### src/pkg/vcl_pkg.sv
// Purpose: Shared constants and carriers for the VCO calibration limit block.
// Assumes: Registers are 8-bit fields, each placed in one aligned 32-bit word.
// Notes:   Register indices are word indices; the byte address is four times the index.
package vcl_pkg;

    // Register indices.
    localparam logic [7:0] VCL_IDX_LOW_INT  = 8'h4D;
    localparam logic [7:0] VCL_IDX_FRAC_HI  = 8'h4E;
    localparam logic [7:0] VCL_IDX_FRAC_MID = 8'h4F;
    localparam logic [7:0] VCL_IDX_FRAC_LO  = 8'h50;
    localparam logic [7:0] VCL_IDX_RANGE    = 8'h51;
    localparam logic [7:0] VCL_IDX_LOW_RES  = 8'h52;
    localparam logic [7:0] VCL_IDX_HIGH_RES = 8'h53;
    localparam logic [7:0] VCL_IDX_CAL_CTRL = 8'h6F;

    // Address slicing: a word index sits above the two byte-offset bits.
    localparam int VCL_IDX_LSB = 2;
    localparam int VCL_IDX_W   = 8;

    // Reset values of the fields.
    localparam logic [5:0] VCL_RST_LOW_INT  = 6'h21;
    localparam logic [3:0] VCL_RST_FRAC_HI  = 4'h4;
    localparam logic [7:0] VCL_RST_FRAC_MID = 8'hEC;
    localparam logic [7:0] VCL_RST_FRAC_LO  = 8'h4E;
    localparam logic [3:0] VCL_RST_RANGE    = 4'h4;
    localparam logic [6:0] VCL_RST_RESULT   = 7'h40;

    // Control register bit positions.
    localparam int VCL_CTRL_START_BIT = 0;
    localparam int VCL_CTRL_BUSY_BIT  = 1;

    // Upper-range codes, and the offset expressed in steps of 0.8125 MHz.
    localparam logic [3:0] VCL_RANGE_GAP  = 4'h3;
    localparam logic [3:0] VCL_RANGE_MAX  = 4'h9;
    localparam logic [7:0] VCL_STEPS_0    = 8'h00;
    localparam logic [7:0] VCL_STEPS_1    = 8'h01;
    localparam logic [7:0] VCL_STEPS_2    = 8'h02;
    localparam logic [7:0] VCL_STEPS_4    = 8'h08;
    localparam logic [7:0] VCL_STEPS_5    = 8'h10;
    localparam logic [7:0] VCL_STEPS_6    = 8'h20;
    localparam logic [7:0] VCL_STEPS_7    = 8'h40;
    localparam logic [7:0] VCL_STEPS_8    = 8'h66;
    localparam logic [7:0] VCL_STEPS_9    = 8'h80;

    // Bus responses.
    localparam logic [1:0] VCL_RESP_OKAY   = 2'h0;
    localparam logic [1:0] VCL_RESP_SLVERR = 2'h2;

    // Result of a calibration run, from the calibration engine.
    typedef struct packed {
        logic       done;
        logic [6:0] low_code;
        logic [6:0] high_code;
    } vcl_cal_res_t;

    // Settings handed to the synthesizer and calibration engine.
    typedef struct packed {
        logic [5:0]  int_cnt;
        logic [19:0] frac_cnt;
        logic [3:0]  range_code;
        logic [7:0]  range_steps;
        logic        range_bad;
        logic        start;
        logic        busy;
        logic [6:0]  low_res;
        logic [6:0]  high_res;
    } vcl_cal_cfg_t;

    // Maps an upper-range code to its offset in 0.8125 MHz steps.
    function automatic logic [7:0] vcl_range_steps(input logic [3:0] code);
        logic [7:0] s;
        s = VCL_STEPS_0;
        case (code)
            4'h1: s = VCL_STEPS_1;
            4'h2: s = VCL_STEPS_2;
            4'h4: s = VCL_STEPS_4;
            4'h5: s = VCL_STEPS_5;
            4'h6: s = VCL_STEPS_6;
            4'h7: s = VCL_STEPS_7;
            4'h8: s = VCL_STEPS_8;
            4'h9: s = VCL_STEPS_9;
            default: s = VCL_STEPS_0;
        endcase
        return s;
    endfunction

endpackage

### src/rtl/vcl_top.sv
// Purpose: VCO calibration limit registers with an AXI4-Lite slave port.
// Assumes: The calibration engine runs on i_ref_clk and pulses done for one cycle.
// Notes:   Results from a run overwrite any software write in the same cycle.
//
// Overview of operation
// - Integer lower-limit count is six bits, resets to 0x21, upper bits reserved.
// - Twenty-bit fraction count built from high nibble, middle byte, low byte.
// - Four-bit range code maps to offsets; codes above nine and three prohibited.
// - Seven-bit lower-limit result is readable, writable, and resets to 0x40.
// - A finished run started by the trigger stores the lower-limit result.
// - The finished run also stores the seven-bit upper-limit result, reset 0x40.
//
// The AXI4-Lite slave port is this design's own decision.
`timescale 1ns/100ps
module vcl_top
    import vcl_pkg::*;
#(
    parameter int ADDR_W = 12
)(
    input  wire logic              i_ref_clk,
    input  wire logic              i_rst,
    input  wire logic [ADDR_W-1:0] s_axi_awaddr,
    input  wire logic              s_axi_awvalid,
    output logic                   s_axi_awready,
    input  wire logic [31:0]       s_axi_wdata,
    input  wire logic [3:0]        s_axi_wstrb,
    input  wire logic              s_axi_wvalid,
    output logic                   s_axi_wready,
    output logic [1:0]             s_axi_bresp,
    output logic                   s_axi_bvalid,
    input  wire logic              s_axi_bready,
    input  wire logic [ADDR_W-1:0] s_axi_araddr,
    input  wire logic              s_axi_arvalid,
    output logic                   s_axi_arready,
    output logic [31:0]            s_axi_rdata,
    output logic [1:0]             s_axi_rresp,
    output logic                   s_axi_rvalid,
    input  wire logic              s_axi_rready,
    input  wire vcl_cal_res_t      i_cal_res,
    output vcl_cal_cfg_t           o_cal_cfg
);

    if (ADDR_W < VCL_IDX_LSB + VCL_IDX_W)
    begin : g_chk
        $error("ADDR_W too small for the register index");
    end

    typedef struct packed {
        vcl_cal_cfg_t         cfg;
        logic                 aw_held;
        logic [VCL_IDX_W-1:0] aw_idx;
        logic                 w_held;
        logic [7:0]           wbyte;
        logic                 wlane0;
        logic                 awready;
        logic                 wready;
        logic                 bvalid;
        logic [1:0]           bresp;
        logic                 arready;
        logic                 rvalid;
        logic [31:0]          rdata;
        logic [1:0]           rresp;
    } vcl_state_t;

    vcl_state_t s_q;
    vcl_state_t s_d;

    logic                 commit;
    logic [VCL_IDX_W-1:0] ar_idx;
    logic [7:0]           rbyte;
    logic                 rhit;
    logic                 whit;

    assign commit = s_q.aw_held && s_q.w_held && !s_q.bvalid;
    assign ar_idx = s_axi_araddr[VCL_IDX_LSB +: VCL_IDX_W];

    always_comb
    begin
        s_d   = s_q;
        rbyte = 8'h00;
        rhit  = 1'b1;
        whit  = 1'b1;
        s_d.cfg.start = 1'b0;

        // Read decode; reserved bits read as zero.
        if (ar_idx == VCL_IDX_LOW_INT)
            rbyte = {2'h0, s_q.cfg.int_cnt};
        else if (ar_idx == VCL_IDX_FRAC_HI)
            rbyte = {4'h0, s_q.cfg.frac_cnt[19:16]};
        else if (ar_idx == VCL_IDX_FRAC_MID)
            rbyte = s_q.cfg.frac_cnt[15:8];
        else if (ar_idx == VCL_IDX_FRAC_LO)
            rbyte = s_q.cfg.frac_cnt[7:0];
        else if (ar_idx == VCL_IDX_RANGE)
            rbyte = {4'h0, s_q.cfg.range_code};
        else if (ar_idx == VCL_IDX_LOW_RES)
            rbyte = {1'h0, s_q.cfg.low_res};
        else if (ar_idx == VCL_IDX_HIGH_RES)
            rbyte = {1'h0, s_q.cfg.high_res};
        else if (ar_idx == VCL_IDX_CAL_CTRL)
            rbyte = {6'h00, s_q.cfg.busy, 1'h0};
        else
            rhit = 1'b0;

        // Address and data are latched independently, in either order.
        if (s_axi_awvalid && s_q.awready)
        begin
            s_d.aw_held = 1'b1;
            s_d.aw_idx  = s_axi_awaddr[VCL_IDX_LSB +: VCL_IDX_W];
        end
        if (s_axi_wvalid && s_q.wready)
        begin
            s_d.w_held = 1'b1;
            s_d.wbyte  = s_axi_wdata[7:0];
            s_d.wlane0 = s_axi_wstrb[0];
        end

        if (commit)
        begin
            s_d.aw_held = 1'b0;
            s_d.w_held  = 1'b0;
            s_d.bvalid  = 1'b1;
            if (s_q.aw_idx == VCL_IDX_LOW_INT)
            begin
                if (s_q.wlane0) s_d.cfg.int_cnt = s_q.wbyte[5:0];
            end
            else if (s_q.aw_idx == VCL_IDX_FRAC_HI)
            begin
                if (s_q.wlane0) s_d.cfg.frac_cnt[19:16] = s_q.wbyte[3:0];
            end
            else if (s_q.aw_idx == VCL_IDX_FRAC_MID)
            begin
                if (s_q.wlane0) s_d.cfg.frac_cnt[15:8] = s_q.wbyte;
            end
            else if (s_q.aw_idx == VCL_IDX_FRAC_LO)
            begin
                if (s_q.wlane0) s_d.cfg.frac_cnt[7:0] = s_q.wbyte;
            end
            else if (s_q.aw_idx == VCL_IDX_RANGE)
            begin
                if (s_q.wlane0) s_d.cfg.range_code = s_q.wbyte[3:0];
            end
            else if (s_q.aw_idx == VCL_IDX_LOW_RES)
            begin
                if (s_q.wlane0) s_d.cfg.low_res = s_q.wbyte[6:0];
            end
            else if (s_q.aw_idx == VCL_IDX_HIGH_RES)
            begin
                if (s_q.wlane0) s_d.cfg.high_res = s_q.wbyte[6:0];
            end
            else if (s_q.aw_idx == VCL_IDX_CAL_CTRL)
            begin
                if (s_q.wlane0 && s_q.wbyte[VCL_CTRL_START_BIT] && !s_q.cfg.busy)
                begin
                    s_d.cfg.start = 1'b1;
                    s_d.cfg.busy  = 1'b1;
                end
            end
            else
                whit = 1'b0;
            s_d.bresp = whit ? VCL_RESP_OKAY : VCL_RESP_SLVERR;
        end
        else if (s_q.bvalid && s_axi_bready)
            s_d.bvalid = 1'b0;

        if (s_axi_arvalid && s_q.arready)
        begin
            s_d.rvalid = 1'b1;
            s_d.rdata  = {24'h000000, rbyte};
            s_d.rresp  = rhit ? VCL_RESP_OKAY : VCL_RESP_SLVERR;
        end
        else if (s_q.rvalid && s_axi_rready)
            s_d.rvalid = 1'b0;

        // store low result after a run
        // store high result after a run
        if (i_cal_res.done && s_q.cfg.busy)
        begin
            s_d.cfg.low_res  = i_cal_res.low_code;
            s_d.cfg.high_res = i_cal_res.high_code;
            s_d.cfg.busy     = 1'b0;
        end

        s_d.cfg.range_steps = vcl_range_steps(s_d.cfg.range_code);
        s_d.cfg.range_bad   = (s_d.cfg.range_code == VCL_RANGE_GAP)
                            || (s_d.cfg.range_code > VCL_RANGE_MAX);

        // Ready is withheld while a beat is held, so nothing is ever dropped.
        s_d.awready = !s_d.aw_held && !s_d.bvalid;
        s_d.wready  = !s_d.w_held && !s_d.bvalid;
        s_d.arready = !s_d.rvalid;
    end

    always_ff @(posedge i_ref_clk)
    begin
        if (i_rst)
        begin
            s_q                  <= '0;
            s_q.cfg.int_cnt      <= VCL_RST_LOW_INT;
            s_q.cfg.frac_cnt     <= {VCL_RST_FRAC_HI, VCL_RST_FRAC_MID, VCL_RST_FRAC_LO};
            s_q.cfg.range_code   <= VCL_RST_RANGE;
            s_q.cfg.range_steps  <= VCL_STEPS_4;
            s_q.cfg.low_res      <= VCL_RST_RESULT;
            s_q.cfg.high_res     <= VCL_RST_RESULT;
        end
        else
            s_q <= s_d;
    end

    assign o_cal_cfg     = s_q.cfg;
    assign s_axi_awready = s_q.awready;
    assign s_axi_wready  = s_q.wready;
    assign s_axi_bvalid  = s_q.bvalid;
    assign s_axi_bresp   = s_q.bresp;
    assign s_axi_arready = s_q.arready;
    assign s_axi_rvalid  = s_q.rvalid;
    assign s_axi_rdata   = s_q.rdata;
    assign s_axi_rresp   = s_q.rresp;
endmodule

### config.mk
export PLATFORM = sky130hd
export DESIGN_NAME = vcl_top
export DESIGN_NICKNAME = d
export VERILOG_FILES = /design/src/pkg/vcl_pkg.sv /design/src/rtl/vcl_top.sv
export SDC_FILE = /design/constraint.sdc
export NUM_CORES = 1
export LEC_CHECK = 0
export BUFFER_PORTS_ARGS = -buffer_cell sky130_fd_sc_hd__buf_2
export CORE_MARGIN = 2
export CORE_UTILIZATION = 50
export DETAILED_ROUTE_END_ITERATION = 12
export PLACE_DENSITY = 0.81
export SYNTH_ARGS = -nofsm -noshare
export SYNTH_HDL_FRONTEND = slang
export SYNTH_SLANG_ARGS = --single-unit
### constraint.sdc
create_clock -name i_ref_clk -period 2 [get_ports i_ref_clk]
set_clock_uncertainty 0.2 [all_clocks]
set_input_delay 0.4 -clock i_ref_clk [delete_from_list [all_inputs] [get_ports i_ref_clk]]
set_output_delay 0.4 -clock i_ref_clk [all_outputs]
set_load 0.01 [all_outputs]
# After elaboration in Yosys (flattened, before gate mapping)
# Memory sizes are Yosys's and may differ from the RTL's. A register that Yosys moved wholly into a read port is not among the register bits.
# Cells that the tools add are included.
[totals] reg_bits=83 mem_bits_ro=128 in_bits=82 out_inout_bits=96 word_cells=142 memories=1
[mem_list] memory="(name not given)" words=16 word_bits=8 rd=1 rd_ports_with_merged_regs=1 wr=0 line_no="vcl_pkg.sv:73" text="case (code)"
[classes] order_cmp=1 n_eq_ne=23 mux=53 n_bitwise=9 n_reduce_logical=32
[ops] cell="8-bit by 7-bit equality test with 1-bit output (second input constant)" n=16
[ops] cell="14-bit 2-to-1 mux" n=6
[ops] cell="7-bit 2-to-1 mux" n=7
[ops] cell="8-bit 2-to-1 mux" n=4
[ops] cell="4-bit 2-to-1 mux" n=7
[ops] cell="1-bit 2-to-1 mux" n=22
[ops] cell="15-bit 2-to-1 mux" n=1
[ops] cell="1-bit logical AND" n=12
[ops] cell="2-bit by 1-bit inequality test with 1-bit output (second input constant)" n=6
[ops] cell="10-bit 2-to-1 mux" n=1
[ops] cell="10-bit AND reduction" n=1
[ops] cell="10-bit OR reduction" n=1
[ops] cell="9-bit 2-to-1 mux" n=1
[ops] cell="1-bit NOT" n=9
[ops] cell="9-bit AND reduction" n=1
[ops] cell="2-bit 2-to-1 mux" n=4
[ops] cell="8-bit AND reduction" n=1
[ops] cell="2-bit nonzero test" n=4
[ops] cell="1-bit zero test" n=6
[ops] cell="6-bit AND reduction" n=1
[ops] cell="5-bit AND reduction" n=1
[ops] cell="4-bit by 2-bit equality test with 1-bit output (second input constant)" n=1
[ops] cell="4-bit > comparator (second input constant)" n=1
[ops] cell="4-bit AND reduction" n=1
[ops] cell="other kinds (3)" n=3

# Depth between registers and ports, before layout
[logic_depth] word_depth=11 depth_mapped=7 mapped_depth_nobuf=4

# Worst setup path before layout
# OpenSTA, ideal clock, no wires.
[synth_path] path_kind="flip-flop to flip-flop" startpoint="reg s_q[58] (netlist name)" endpoint="reg s_q (netlist bit o_cal_cfg[42])" setup_time_ns=0.120 arrival_time_ns=1.453 required_ns=1.680 path_slack_ns=0.228 stages_incl_launch_ff=6 path_buffers=1 synth_period_minus_slack_ns=1.772 path_cell_list="dfxtp_1 > nor3b_4 > and4_1 > buf_4 > nor2b_1 > a211o_1"
[synth_via] elab_chain_len=3 elab_cells_between_ends=6 classes_between="eq/ne: 3; bitwise: 2; reduce/logical: 1"
[synth_lines] item="from (decl)" line_no="vcl_top.sv:65" text="vcl_state_t s_q;"
[synth_lines] item="8-bit by 7-bit equality test with 1-bit output, on equally long branches" line_no="vcl_top.sv:127, vcl_top.sv:123"
[synth_lines] item="1-bit NOT (no source line)"
[synth_lines] item="5-bit AND reduction (no source line) *"
# Mark *: on every way between the ends. The rest lies on a longest branch, timed or not.
# A chain may end at the register's enable or synchronous reset.

# Final worst setup path
[layout_path] startpoint="reg s_q[55] (netlist name)" endpoint="reg s_q (netlist bit o_cal_cfg[10])"
[layout_via] elab_chain_len=3 elab_cells_between_ends=13 classes_between="eq/ne: 11; reduce/logical: 2"
[layout_lines] item="8-bit by 7-bit equality test with 1-bit output, or another cell as far along" line_no="vcl_top.sv:139" text="else if (s_q.aw_idx == VCL_IDX_RANGE)"
[layout_lines] item="2-bit by 1-bit inequality test with 1-bit output (no source line) or 2-bit nonzero test (tied branches)"
[layout_lines] item="8-bit AND reduction (no source line) *"
# Marks and branches as above.

==> impl_results.md <==
- Endpoint type of the worst setup path: register
- Synth-to-layout area growth: 10.6%
- Worst Reg-to-Reg Cells: 4
- Vias: 3946
- Crit-path max FO: 8
- Count of non-filler cells in the finished layout: 736
- Crit path capture: o_cal_cfg[10]$_SDFFE_PP0P_
- Synth warnings: 0
- Place WS: 13.5 ps
- Status: completed
- PwrDens: 738 nW/um2
- Die Y: 102 um
- Die area: 10300 um2
- Max_cap viols: 0
- DIE WIDTH: 102 um
- Gr ovfl total: 0
- DR WL/cell: 16.0 um
- Layout Nets: roughly 700
- GP Congestion: roughly 0.85
- Max Slew Vio Count: 0
- Final antenna-violating net count: 0
- Mux contribution to synthesized area: 8.08%
- First-pass GRT wire length: 18.2 mm
- Post-Place Cells: between 700 and 800
- R2r endpoint: o_cal_cfg[10]$_SDFFE_PP0P_
- Adder-cell share of the synthesized area: 0%
- Diode count: 0
- Worst Setup SP: s_q[55]$_SDFFE_PP0P_
- Filler Cells Inserted: 840
- Largest net degree at the start of global routing: 30
- Starting Density: 51.6%
- CP peak stage delay: 430 ps
- Synth top area share: 37.3%
- DRT iter0 DRCs: 170
- DRT Pass-1 Iters: 5
- Synth cell types: 51
- Core ar.: between 9000 and 10000 um2
- Cell accounting for the most synthesized area: dfxtp_1
- Seq/Total Area, Yosys: 37.3%
- Worst EP required: 2060 ps
- Detailed-route DRC error count: 0
- Top cells by area, synth: dfxtp_1 37%, buf_4 14%, mux2i_1 5.2%
- Final setup fails: 0
- HP Class: input port to register
- Worst Path Arrival: ~2000 ps
- Storage element area: roughly 1800 um2
- Fmax: 508 MHz
- Dominant register cell in the synthesized netlist: dfxtp_1
- Post-Synthesis Cells: 554
- CTS Buf Count: 9
- Worst-case hold slack: 76.5 ps
- Hold Buf Count CTS: 0
- Ports: 178
- Setup TNS: 0 ps
- IO buf count: 116
- Multi-input combinational cell area: 2240 um2
- CTS tree: done
- FF+latch count, synth: between 80 and 90
- Slew HR: 56.2%
- Initial antenna violation count: 0
- HPWL after DPL: 8.76 mm
- Number of global-route vias before repair: 3746
- Crit path kind: register to register
- Commonest non-fill, non-tap cell in the layout: buf_2
- Row Count: 35
- Mean Syn Cell Area: 8.61 um2
- RSZ-0062 raised after global routing: true
- EDFF count, synth: 0
- Main combinational cell family by area after synthesis: simple AND/OR/NAND/NOR gates
- Setup ws final: 32.9 ps
- Pwr Total: 3.90 mW
- Critical Path Source Type: register
- Most frequent cells in the layout: 116 x buf_2, 89 x dfxtp_1, 55 x nor2_1
- Vias/cell: between 5 and 6
- Share of layout cells above drive strength 1: 28.7%
- Reg-to-reg slack, setup: 30 ps
- Compound-Gate Fraction of Synth Area: between 10% and 20%
- Simple-Gate Fraction of Synth Area: approximately 23%
- DRT Wirelength: 11.8 mm
- H-tree levels: 3
- GRT Total Usage: a little under a quarter
- Synth Area in XOR/XNOR: less than 1%
- Period utilization: 98.4%
- CTS root buf: clkbuf_8
- FFs w/ async S/R, synth: 0%
- CP max-delay cell: nand4_2
- Final min period: 1970 ps
- Clock tree buffer depth: 2
- Worst skew pair latency: approximately 350 ps
- Worst Tran Pin Value: around 660 ps
- Clock transition at the registers of the reported paths: 90 ps
- Worst R2R Start: s_q[55]$_SDFFE_PP0P_
- Cell area after synthesis: 4770 um2
- CP cell instances: nor3b_4, nand4_2, mux2i_1, a211oi_1
- Final hold vios: 0
- Sink Count: 89
- Pleak: 2.35 nW
- VDD IR-drop max: 503 uV
## what timing repair did
item                       in CTS  in global routing
setup endpoints to repair       3                  9
gates resized for setup         1                  5
pin swaps                       1                  1
hold endpoints to repair        0                  0
setup buffers                   2                  1
## metrics by stage
step           instance area (um2)  utilization (%)
4_1_cts                       5240             56.7
2_1_floorplan                 4860                -
5_1_grt                       5280             57.1
3_5_place_dp                  4930             53.4
6_report                      5280             57.1
3_3_place_gp                  4930             53.4
## kinds of logic (layout without fill, tap and decap cells)
| family | Yosys count | after routing |
|---|---|---|
| muxes | 33 | 33 |
| xor gates and xnor gates | 2 | 2 |
| other | 1 | 26 |
| AOI/OAI and AO/OA | 92 | 92 |
| and+or+nand+nor | 201 | 201 |
| DFF | 89 | 89 |
| buffers and inverters | 136 | 164 |
## layout make-up
class | instances | area share [%]
Timing Repair Buffer | 139 | 14.6
Clock buffer | 11 | 2.68
Tap cell | 129 | 3.06
Sequential cell | 89 | 33.8
Multi-Input combinational cell | 354 | 42.5
Inverter | 9 | 0.640
Clock inverter | 5 | 2.84
## critical path, delay by kind of cell (launching register included)
family	cells	cell delay, ps
DFF	1	370
muxes	1	220
and+or+nand+nor	2	830
AOI/OAI and AO/OA	1	250
## per-layer routing
metal	global-route usage (%)	wire, um
met4	9.25	259
met1	30.2	5060
met3	4.21	825
met2	35.7	5610
met5	0	0
## registers in the layout, indices dropped and copies added (netlist names)
register and count:
s_q 19, s_axi_rdata 8, s_axi_wready 1, o_cal_cfg 55
s_axi_rresp 1, s_axi_bresp 1, s_axi_arready 1, s_axi_awready 1
s_axi_bvalid 1, s_axi_rvalid 1
## where the power goes
part	switching (mW)	internal, mW	total [mW]
logic	0.187	0.121	0.308
clock network	0.629	1.12	1.75
registers	0.0367	1.81	1.84
## synth_stat cells (3+ instances only)
cell        n
dfxtp_1    89
a21oi_1    28
or3_1       3
nand4_1     3
o21ai_0     8
buf_4      92
nand3_1     4
a211oi_1   12
mux4_2      4
nand2_1    51
buf_2       8
mux2i_1    25
clkbuf_1   25
nand3b_1    7
nor2_1     55
a31oi_1     3
a21o_1      3
and2_1      5
o31ai_1     4
nor3b_1     8
mux2_2      4
or3b_2      3
nand4_2     4
a211o_1    16
inv_1       9
nand2b_1    5
nor2b_1    13
o41ai_1     3
nor3_1     14
nor4b_1     3
nor4_1     11
a2bb2oi_1   4
## worst min path at each step
stage | end | cells after the start | startpoint
after floorplan | s_axi_rresp[1]$_SDFFE_PP0P_ | 2 | s_axi_rresp[1]$_SDFFE_PP0P_
after global placement | s_axi_rresp[1]$_SDFFE_PP0P_ | 2 | s_axi_rresp[1]$_SDFFE_PP0P_
after detailed placement | s_axi_bresp[1]$_SDFFE_PP0P_ | 2 | s_axi_bresp[1]$_SDFFE_PP0P_
after CTS | s_q[51]$_SDFFE_PP0P_ | 3 | s_axi_awaddr[2]
after global routing | s_q[53]$_SDFFE_PP0P_ | 3 | s_axi_awaddr[4]
final | s_q[51]$_SDFFE_PP0P_ | 3 | s_axi_awaddr[2]
No activity file was read; power rests on OpenSTA's default activity.
